===== src/srwa_consts.vh =====
// Constants for the window detector and alignment calibration block
// What this block does
// - Step-fine bit picks coarse or fine spacing
// - Status bits 0 and 23 always read one
// - 24 status positions, select reaches first 16
// - Enable rise steps delays until edges align
// - Done flag raised when search completes
// - Found delay setting readable in status
// - Calibrated delay keeps applying afterwards
// - Search both invert settings, minimise coarse code
// - Status valid after three SYSREF rising edges
// - Status one flags violation, zero usable
`ifndef SRWA_CONSTS_VH
`define SRWA_CONSTS_VH

// ----------------------------------------------------------------
// Register offsets
// ----------------------------------------------------------------
`define SRWA_ADDR_W 12
`define SRWA_ADDR_CLK_CTRL 12'h029
`define SRWA_ADDR_WIN_LOW 12'h02C
`define SRWA_ADDR_WIN_MID 12'h02D
`define SRWA_ADDR_WIN_HIGH 12'h02E
`define SRWA_ADDR_CAL_EN 12'h030
`define SRWA_ADDR_CAL_CFG 12'h031
`define SRWA_ADDR_CAL_STAT 12'h032
`define SRWA_ADDR_CAL_RES 12'h033
`define SRWA_ADDR_DLY_INV 12'h038
`define SRWA_ADDR_DLY_COARSE 12'h039
`define SRWA_ADDR_DLY_FINE 12'h03A

// ----------------------------------------------------------------
// Field positions and reset values
// ----------------------------------------------------------------
`define SRWA_SEL_MSB 3
`define SRWA_FINE_BIT 4
`define SRWA_CFG_RST 8'h04
`define SRWA_WIN_W 24
`define SRWA_EDGES_VALID 2'h3
`define SRWA_COARSE_MAX 8'hFF

`endif


===== src/srwa_sync.v =====
// Three-stage input synchroniser with two-stage agreement filter
`timescale 1ns/1ps
module srwa_sync #(
    parameter W = 1
) (
    input wire mclk,
    input wire nrst,
    input wire [W-1:0] din,
    output wire [W-1:0] dout
);
    reg [W-1:0] s1_ff;
    reg [W-1:0] s2_ff;
    reg [W-1:0] s3_ff;
    reg [W-1:0] out_ff;
    wire [W-1:0] agree;

    // Only stages two and three are compared; stage one may be metastable
    assign agree = ~(s2_ff ^ s3_ff);
    assign dout = out_ff;

    always @(posedge mclk) begin
        if (!nrst) begin
            s1_ff <= {W{1'b0}};
            s2_ff <= {W{1'b0}};
            s3_ff <= {W{1'b0}};
            out_ff <= {W{1'b0}};
        end else begin
            s1_ff <= din;
            s2_ff <= s1_ff;
            s3_ff <= s2_ff;
            out_ff <= (s2_ff & agree) | (out_ff & ~agree);
        end
    end
endmodule // srwa_sync


===== src/srwa_top.v =====
// Capture-window status, sample select and automatic delay alignment search
`timescale 1ns/1ps
`include "srwa_consts.vh"
module srwa_top (
    input wire mclk,
    input wire nrst,
    input wire reg_wr,
    input wire reg_rd,
    input wire [11:0] reg_addr,
    input wire [7:0] reg_wdata,
    output wire [7:0] reg_rdata,
    input wire sysref_in,
    input wire [23:0] window_raw,
    input wire align_phase,
    output wire [3:0] sample_position_select,
    output wire window_step_fine,
    output wire clock_invert_delay,
    output wire [7:0] coarse_delay_code,
    output wire [7:0] fine_delay_code,
    output wire align_cal_busy
);
    localparam [4:0] ST_IDLE = 5'h01;
    localparam [4:0] ST_SETTLE = 5'h02;
    localparam [4:0] ST_EVAL = 5'h04;
    localparam [4:0] ST_PICK = 5'h08;
    localparam [4:0] ST_DONE = 5'h10;

    wire sysref_s;
    wire align_s;
    wire [23:0] window_s;
    wire sysref_rise;
    wire launch;
    wire [3:0] settle_target;

    reg sysref_d_ff;
    reg [1:0] edge_cnt_ff;
    reg [23:0] win_ff;
    reg [4:0] ctrl_ff;
    reg cal_en_ff;
    reg cal_en_d_ff;
    reg [7:0] cal_cfg_ff;
    reg done_ff;
    reg res_inv_ff;
    reg [7:0] res_coarse_ff;
    reg dly_inv_ff;
    reg [7:0] dly_coarse_ff;
    reg [7:0] dly_fine_ff;
    reg [4:0] state_ff;
    reg srch_inv_ff;
    reg [7:0] srch_coarse_ff;
    reg [7:0] best0_ff;
    reg [3:0] settle_ff;
    reg [7:0] rdata_ff;
    reg [23:0] win_view;
    reg [7:0] nxt_rdata;

    // ----------------------------------------------------------------
    // Pin synchronisers
    // ----------------------------------------------------------------
    srwa_sync #(.W(1)) u_sync_sysref (
        .mclk(mclk),
        .nrst(nrst),
        .din(sysref_in),
        .dout(sysref_s)
    );
    srwa_sync #(.W(1)) u_sync_align (
        .mclk(mclk),
        .nrst(nrst),
        .din(align_phase),
        .dout(align_s)
    );
    srwa_sync #(.W(`SRWA_WIN_W)) u_sync_win (
        .mclk(mclk),
        .nrst(nrst),
        .din(window_raw),
        .dout(window_s)
    );

    assign sysref_rise = sysref_s & ~sysref_d_ff;
    assign launch = cal_en_ff & ~cal_en_d_ff;
    // Zero settle count would never sample the detector, so it means one
    assign settle_target = (cal_cfg_ff[3:0] == 4'h0) ? 4'h1 : cal_cfg_ff[3:0];

    // ----------------------------------------------------------------
    // Capture window status
    // ----------------------------------------------------------------
    always @(posedge mclk) begin
        if (!nrst) begin
            sysref_d_ff <= 1'b0;
            edge_cnt_ff <= 2'h0;
            win_ff <= 24'hFFFFFF;
        end else begin
            sysref_d_ff <= sysref_s;
            if (sysref_rise) begin
                win_ff <= window_s;
                if (edge_cnt_ff != `SRWA_EDGES_VALID) begin
                    edge_cnt_ff <= edge_cnt_ff + 2'h1;
                end
            end
        end
    end

    // Until valid every position reads flagged, so nothing looks usable
    always @* begin
        win_view = 24'hFFFFFF;
        if (edge_cnt_ff == `SRWA_EDGES_VALID) begin
            win_view = win_ff;
        end
        win_view[0] = 1'b1;
        win_view[23] = 1'b1;
    end

    // ----------------------------------------------------------------
    // Register writes
    // ----------------------------------------------------------------
    always @(posedge mclk) begin
        if (!nrst) begin
            ctrl_ff <= 5'h00;
            cal_en_ff <= 1'b0;
            cal_en_d_ff <= 1'b0;
            cal_cfg_ff <= `SRWA_CFG_RST;
            dly_inv_ff <= 1'b0;
            dly_coarse_ff <= 8'h00;
            dly_fine_ff <= 8'h00;
        end else begin
            cal_en_d_ff <= cal_en_ff;
            if (reg_wr && reg_addr == `SRWA_ADDR_CLK_CTRL) begin
                ctrl_ff <= reg_wdata[4:0];
            end
            if (reg_wr && reg_addr == `SRWA_ADDR_CAL_EN) begin
                cal_en_ff <= reg_wdata[0];
            end
            if (reg_wr && reg_addr == `SRWA_ADDR_CAL_CFG) begin
                cal_cfg_ff <= reg_wdata;
            end
            if (state_ff == ST_PICK) begin
                // Result lands in the delay fields so it outlives the enable
                dly_inv_ff <= (srch_coarse_ff < best0_ff) ? 1'b1 : 1'b0;
                dly_coarse_ff <= (srch_coarse_ff < best0_ff) ? srch_coarse_ff : best0_ff;
                dly_fine_ff <= 8'h00;
            end else if (reg_wr) begin
                if (reg_addr == `SRWA_ADDR_DLY_INV) begin
                    dly_inv_ff <= reg_wdata[0];
                end
                if (reg_addr == `SRWA_ADDR_DLY_COARSE) begin
                    dly_coarse_ff <= reg_wdata;
                end
                if (reg_addr == `SRWA_ADDR_DLY_FINE) begin
                    dly_fine_ff <= reg_wdata;
                end
            end
        end
    end

    // ----------------------------------------------------------------
    // Alignment search
    // ----------------------------------------------------------------
    always @(posedge mclk) begin
        if (!nrst) begin
            state_ff <= ST_IDLE;
            srch_inv_ff <= 1'b0;
            srch_coarse_ff <= 8'h00;
            best0_ff <= 8'h00;
            settle_ff <= 4'h0;
            done_ff <= 1'b0;
            res_inv_ff <= 1'b0;
            res_coarse_ff <= 8'h00;
        end else if (launch) begin
            state_ff <= ST_SETTLE;
            srch_inv_ff <= 1'b0;
            srch_coarse_ff <= 8'h00;
            settle_ff <= 4'h0;
            done_ff <= 1'b0;
        end else if (!cal_en_ff) begin
            // Abort leaves done low; a later launch restarts from scratch
            state_ff <= ST_IDLE;
        end else begin
            case (state_ff)
                ST_IDLE: begin
                    state_ff <= ST_IDLE;
                end
                ST_SETTLE: begin
                    // Detector needs SYSREF edges at the new delay before it is trusted
                    if (sysref_rise) begin
                        settle_ff <= settle_ff + 4'h1;
                        if (settle_ff + 4'h1 >= settle_target) begin
                            state_ff <= ST_EVAL;
                        end
                    end
                end
                ST_EVAL: begin
                    settle_ff <= 4'h0;
                    if (align_s || srch_coarse_ff == `SRWA_COARSE_MAX) begin
                        if (!srch_inv_ff) begin
                            best0_ff <= srch_coarse_ff;
                            srch_inv_ff <= 1'b1;
                            srch_coarse_ff <= 8'h00;
                            state_ff <= ST_SETTLE;
                        end else begin
                            state_ff <= ST_PICK;
                        end
                    end else begin
                        srch_coarse_ff <= srch_coarse_ff + 8'h01;
                        state_ff <= ST_SETTLE;
                    end
                end
                ST_PICK: begin
                    // Tie keeps the non-inverted clock
                    res_inv_ff <= (srch_coarse_ff < best0_ff) ? 1'b1 : 1'b0;
                    res_coarse_ff <= (srch_coarse_ff < best0_ff) ? srch_coarse_ff
                        : best0_ff;
                    done_ff <= 1'b1;
                    state_ff <= ST_DONE;
                end
                ST_DONE: begin
                    state_ff <= ST_DONE;
                end
                default: begin
                    state_ff <= ST_IDLE;
                end
            endcase
        end
    end

    // ----------------------------------------------------------------
    // Delay outputs and read data
    // ----------------------------------------------------------------
    assign align_cal_busy = (state_ff == ST_SETTLE) || (state_ff == ST_EVAL)
        || (state_ff == ST_PICK);
    assign clock_invert_delay = align_cal_busy ? srch_inv_ff : dly_inv_ff;
    assign coarse_delay_code = align_cal_busy ? srch_coarse_ff : dly_coarse_ff;
    assign fine_delay_code = align_cal_busy ? 8'h00 : dly_fine_ff;
    assign sample_position_select = ctrl_ff[`SRWA_SEL_MSB:0];
    assign window_step_fine = ctrl_ff[`SRWA_FINE_BIT];
    assign reg_rdata = rdata_ff;

    always @* begin
        case (reg_addr)
            `SRWA_ADDR_CLK_CTRL: nxt_rdata = {3'h0, ctrl_ff};
            `SRWA_ADDR_WIN_LOW: nxt_rdata = win_view[7:0];
            `SRWA_ADDR_WIN_MID: nxt_rdata = win_view[15:8];
            `SRWA_ADDR_WIN_HIGH: nxt_rdata = win_view[23:16];
            `SRWA_ADDR_CAL_EN: nxt_rdata = {7'h00, cal_en_ff};
            `SRWA_ADDR_CAL_CFG: nxt_rdata = cal_cfg_ff;
            `SRWA_ADDR_CAL_STAT: nxt_rdata = {res_inv_ff, 6'h00, done_ff};
            `SRWA_ADDR_CAL_RES: nxt_rdata = res_coarse_ff;
            `SRWA_ADDR_DLY_INV: nxt_rdata = {7'h00, dly_inv_ff};
            `SRWA_ADDR_DLY_COARSE: nxt_rdata = dly_coarse_ff;
            `SRWA_ADDR_DLY_FINE: nxt_rdata = dly_fine_ff;
            default: nxt_rdata = 8'h00;
        endcase
    end

    always @(posedge mclk) begin
        if (!nrst) begin
            rdata_ff <= 8'h00;
        end else if (reg_rd) begin
            rdata_ff <= nxt_rdata;
        end
    end
endmodule // srwa_top


===== config.mk =====
export PLATFORM = sky130hd
export DESIGN_NAME = srwa_top
export DESIGN_NICKNAME = d
export VERILOG_FILES = /design/src/srwa_sync.v /design/src/srwa_top.v
export VERILOG_INCLUDE_DIRS = /design/src
export SDC_FILE = /design/constraint.sdc
export NUM_CORES = 1
export LEC_CHECK = 0
export ABC_AREA = 1
export BUFFER_PORTS_ARGS = -buffer_cell sky130_fd_sc_hd__buf_2
export CAP_MARGIN = 15
export CORE_MARGIN = 2
export CORE_UTILIZATION = 59
export DETAILED_ROUTE_END_ITERATION = 16
export PLACE_DENSITY_LB_ADDON = 0.1
export SYNTH_ARGS = -nofsm -noshare
export SYNTH_HDL_FRONTEND = slang
export SYNTH_SLANG_ARGS = --single-unit

===== constraint.sdc =====
create_clock -name mclk -period 1.8 [get_ports mclk]
set_input_delay 0.36 -clock mclk [delete_from_list [all_inputs] [get_ports mclk]]
set_output_delay 0.36 -clock mclk [all_outputs]
set_load 0.02 [all_outputs]

-- Word-level counts from Yosys, hierarchy flattened
Cells that the tools add are included.
- register bits after elaboration: 206
- input bits: 50
- output and inout bits: 31
- logic and storage cells: 136
- add/subtract/negate cells: 3
- magnitude comparators: 2
- eq/ne operators: 23
- muxes and demuxes: 25
- bitwise logic cells: 24
- reduce and logical (&&, ||, !) cells: 27
- operators by type and width (cell ; count):
    equality test 12 x 6 -> 1 bit (second input constant) ; 11
    one-hot mux 8 bit (11 select lines) ; 1
    2-to-1 mux 8 bit ; 8
    AND 24 bit ; 2
    NOT 24 bit ; 2
    OR 24 bit ; 1
    XOR 24 bit ; 1
    2-to-1 mux 23 bit ; 1
    2-to-1 mux 5 bit ; 3
    one-hot mux 5 bit (3 select lines) ; 1
    AND reduction 2 bit ; 7
    2-to-1 mux 4 bit ; 3
    AND reduction 3 bit ; 4
    adder 8 x 1 -> 8 bit (second input constant) ; 1
    equality test 8 bit (second input constant) ; 1
    less-than comparator 8 bit ; 1
    != test 2 bit (second input constant) ; 4
    != test 4 bit (second input constant) ; 2
    NOT 1 bit ; 8
    one-hot mux 4 bit (2 select lines) ; 1
    nonzero test 2 bit ; 4
    AND 1 bit ; 6
    OR reduction 2 bit ; 3
    equality test 5 x 2 -> 1 bit (second input constant) ; 1
    16 further kinds ; 27

-- Logic depth before layout (Yosys ltp)
- word-level depth: 8
- depth in mapped cells: 13
- depth with buffers taken out: 13

-- By module
Synthesis repeated with hierarchy kept, for this count alone.
- cell total of the unflattened synthesis: 1160
- area total of the unflattened synthesis: 8536.9 µm²
- by module, submodules not included (module ; times used ; cells an instance ; area an instance (µm²)):
    srwa_top ; 1 ; 811 ; 5422.7
    srwa_sync at u_sync_win ; 1 ; 323 ; 2881.5
    srwa_sync at u_sync_align ... ; 2 ; 13 ; 116.4

-- Least setup slack after synthesis
Ideal clock, no wire load.
- kind: register to output
- from: register state_ff[1]
- to: output port coarse_delay_code[5]
- arrival: 1527 ps
- data required time: 1440 ps
- path slack: -87 ps
- stages on the path, launching flop included: 9
- path buffers: 1
- path through: dfxtp_1 > nor2_4 > nand2_1 > nor3_4 > inv_1 > nand2_2 > buf_2 > nor2_1 > a21oi_1
- word-level cells in the longest chain between the ends: 4
- RTL lines (what ; RTL line ; RTL):
    from (decl) ; srwa_top.v:48 ; reg [4:0] state_ff;
    from (signal assigned) ; srwa_top.v:160 ; state_ff <= ST_IDLE;
    from (signal assigned) ; srwa_top.v:169 ; state_ff <= ST_SETTLE;
    from (signal assigned) ; srwa_top.v:176 ; state_ff <= ST_IDLE;
    equality test 5 x 2 -> 1 bit or equality test 5 x 3 -> 1 bit (tied branches) ; srwa_top.v:228 ; assign align_cal_busy = (state_ff == ST_SETTLE) || (state_ff == ST_EVAL)
    logical OR 1 bit ; srwa_top.v:228 ;
    logical OR 1 bit * ; srwa_top.v:229 ; || (state_ff == ST_PICK);
    2-to-1 mux 8 bit * ; srwa_top.v:231 ; assign coarse_delay_code = align_cal_busy ? srch_coarse_ff : dly_coarse_ff;
    to (decl) ; srwa_top.v:18 ; output wire [7:0] coarse_delay_code,
Every way passes the cells marked *; elsewhere a longest branch is shown, timed or not.

-- Worst setup path after layout
- from: register state_ff[1]
- to: output port coarse_delay_code[7]
Same word-level chain as after synthesis.

==> impl_metrics.yaml <==
worst_setup_path:
  worst_setup_path_end_kind: "output port"
  path_class: "register to output port"
  crit_chain: "nor2_4, nand2_2, nor3_4, inv_2, nand2_4, buf_12, nor2_1, a21oi_2, buf_6"
  worst_ep_arrival_time_ns: 1.82
  max_stage_delay_ns: 0.34
  required_ns: 1.44
  critPathLaunchType: "register"
  slowest_stage: "dfxtp_2"
  worstPathMaxFanout: 8
grt:
  grt_max_degree: 75
  grt_pass1_wl_um: 31300
  antenna_found_initial: 0
  grt-ovfl-total: 0
  grt_util_all_layers: 0.270
  first_global_vias: 6753
run:
  cap_violations: 0
routing:
  drt_pre_antenna_iters: 5
  wire_per_inst_um: 14.1
  drtIter0Drc: 631
  wirelength_um: 20300
  num_vias: 7569
  drcViolationCount: 0
  viasPerCell: 5.24
  drtAntennaViolNets: 0
yosys:
  synth_area_mm2: 0.00823
  synth-seq-cells: 197
  ys.warnings.count: 0
  ys.flop_type: "dfxtp_1"
  syn_nets: 1192
  synth_edf_count: 0
  postSynth.asyncResetShare: 0
  yosysUniqueCellTypes: 38
  yosysSeqAreaShare: 0.479
  avgSynthCellArea_um2: 7.29
  syn_inst: 1128
power:
  peakVddDrop_uv: 810
  internal_power_uw: 6550
  p_clk_frac: 0.444
  p_sw_uw: 1970
  p_sw_frac: 0.231
  combPwrFrac: 0.034
  pwr-share-seq: 0.522
  powerDensity_mw_per_mm2: 840
  p_leak_uw: 0.00485
cts:
  htreeDepth: 4
  root_buffer: "clkbuf_16"
  cts_tree: "yes"
  cts_buffers: 17
  cts_buffer_depth: 2
  clock_sinks: 197
  worstSkewPairLatency_ns: 0.44
  clk_pin_slew_worst_paths_ns: 0.07
finish:
  register_area_mm2: 0.00396
  syn2layout_area_growth_pct: 23.3
  final_nets: 1315
  fillers: 1123
  finalCoreUtilization: 0.737
  final_common_cell: "nand2_1"
  final_cell_mix: "nand2_1, dfxtp_1, inv_1, nor2_1, nand3_1"
  diodes: 0
  multiInputGateArea_mm2: 0.00362
  drive_gt1_frac: 0.214
placed_design:
  numPortBuffers: 78
  place_congestion: 0.909
  hpwl_um: 13700
timing:
  clock.fmax_ghz: 0.458
  holdWs_ns: 0.0997
  hold_violations: 0
  max-slew-margin-rel: 0.557
  worstMarginPinSlew_ns: 0.665
  rsz0062_at_grt: "true"
  period_needed_ns: 2.18
  fin_skew_ns: 0.0120
  finalCritPeriodShare: 1.21
  setup_ws_ns: -0.382
  setup_viol: 27
  drv_slew: 0
die:
  io_pins: 81
  fp.dieArea_mm2: 0.0149
  coreArea_mm2: 0.0138
  fp.dieW_um: 122
  rows: 43
  start_util: 0.597
  die_h_um: 122
outcome:
  status: "finished with violations"
  violations: "negative setup slack"
hold_path:
  min_path_type: "input port to register"
## logic make-up (layout without fill, tap and decap cells)
logic type	count (synthesis)	in the layout	share of synthesized area
buffers and inverters	222	358	0.105
AND/OR/NAND/NOR	495	495	0.262
AO/OA/AOI/OAI	196	196	0.128
flip-flops	197	197	0.479
XOR/XNOR	4	4	0.00426
adder cells (fa/ha/maj)	14	14	0.0213
## timing repair
action | CTS | global route
hold buffers | 0 | 0
cloned | 0 | 1
endpoints found under the setup margin | 19 | 47
setup buffers | 17 | 8
resized for setup | 48 | 54
pin swaps | 17 | 19
hold endpoints to repair | 0 | 0
## through the flow
stage / TNS (ns) / setup WS, ns / instance area, um2 / cells / power [uW]
after global placement: 0 / 0.0122 / 9020 / 1387 / 4820
after detailed placement: -0.0869 / -0.0377 / 9020 / 1387 / 4830
after global routing: -10.42 / -0.477 / 10100 / 1444 / 8800
after CTS: -6.43 / -0.324 / 9850 / 1435 / 8570
after floorplan: -0.0875 / -0.0875 / 8230 / 1128 / 4710
final: -7.35 / -0.382 / 10100 / 1444 / 8520
## final timing paths
check | startpoint | to | slack [ns] | depth (start not counted)
worst max register to register | state_ff[1]$_SDFFE_PN0P_ | settle_ff[0]$_SDFFE_PP0P_ | -0.31 | 13
worst max-delay path | state_ff[1]$_SDFFE_PN0P_ | coarse_delay_code[7] | -0.38 | 9
worst min register to register | u_sync_sysref.s1_ff$_SDFF_PN0_ | u_sync_sysref.s2_ff$_SDFF_PN0_ | 0.41 | 2
worst min-delay path | window_raw[6] | u_sync_win.s1_ff[6]$_SDFF_PN0_ | 0.1 | 3
## power by group through the flow
stage | Sequential [uW] | Clock (uW) | Combinational [uW]
detailed placement | 4550 | 0 | 281
floorplan | 4540 | 0 | 163
global placement | 4550 | 0 | 275
finish | 4450 | 3780 | 288
CTS | 4450 | 3840 | 283
global route | 4450 | 4030 | 326
## critical path: cells and delay by family (launching register included)
family | cells | cell delay (ns)
buf+inv | 3 | 0.34
simple gates | 5 | 0.55
flops | 1 | 0.34
compound gates | 1 | 0.14
## area by class of cell
class | instances | share of cell area
multi-input combinational | 709 | 0.356
clock buffer | 20 | 0.0450
timing repair buffer | 147 | 0.107
tap | 180 | 0.0222
clock inverter | 12 | 0.0131
sequential | 197 | 0.390
inverter | 179 | 0.0662
## synthesized netlist by cell type (2+ instances only)
cell / number / share of area
a211oi_1: 5 / 0.0046
a21o_1: 4 / 0.0036
a21oi_1: 91 / 0.055
a21oi_2: 2 / 0.0021
a22oi_1: 3 / 0.0027
buf_2: 12 / 0.0073
buf_4: 3 / 0.0027
clkbuf_1: 26 / 0.012
dfxtp_1: 197 / 0.48
ha_1: 14 / 0.021
inv_1: 174 / 0.079
inv_2: 5 / 0.0023
nand2_1: 233 / 0.11
nand2_2: 6 / 0.0046
nand3_1: 93 / 0.057
nand3b_1: 2 / 0.0018
nand4_1: 20 / 0.015
nor2_1: 116 / 0.053
nor2_2: 10 / 0.0076
nor2_4: 2 / 0.0027
nor3_4: 2 / 0.0040
o211ai_1: 4 / 0.0036
o21a_1: 2 / 0.0018
o21ai_0: 75 / 0.046
o21ai_1: 6 / 0.0036
or2_2: 7 / 0.0053
xor2_1: 3 / 0.0032
## layer usage
metal  share of wire  track usage  vias up
met5               0            0        -
met4           0.039        0.127        0
met3           0.055       0.0524       62
met2            0.47        0.449      272
met1            0.43        0.338     3408
li1                -            -     3827
No activity file was read; power rests on OpenSTA's default activity.
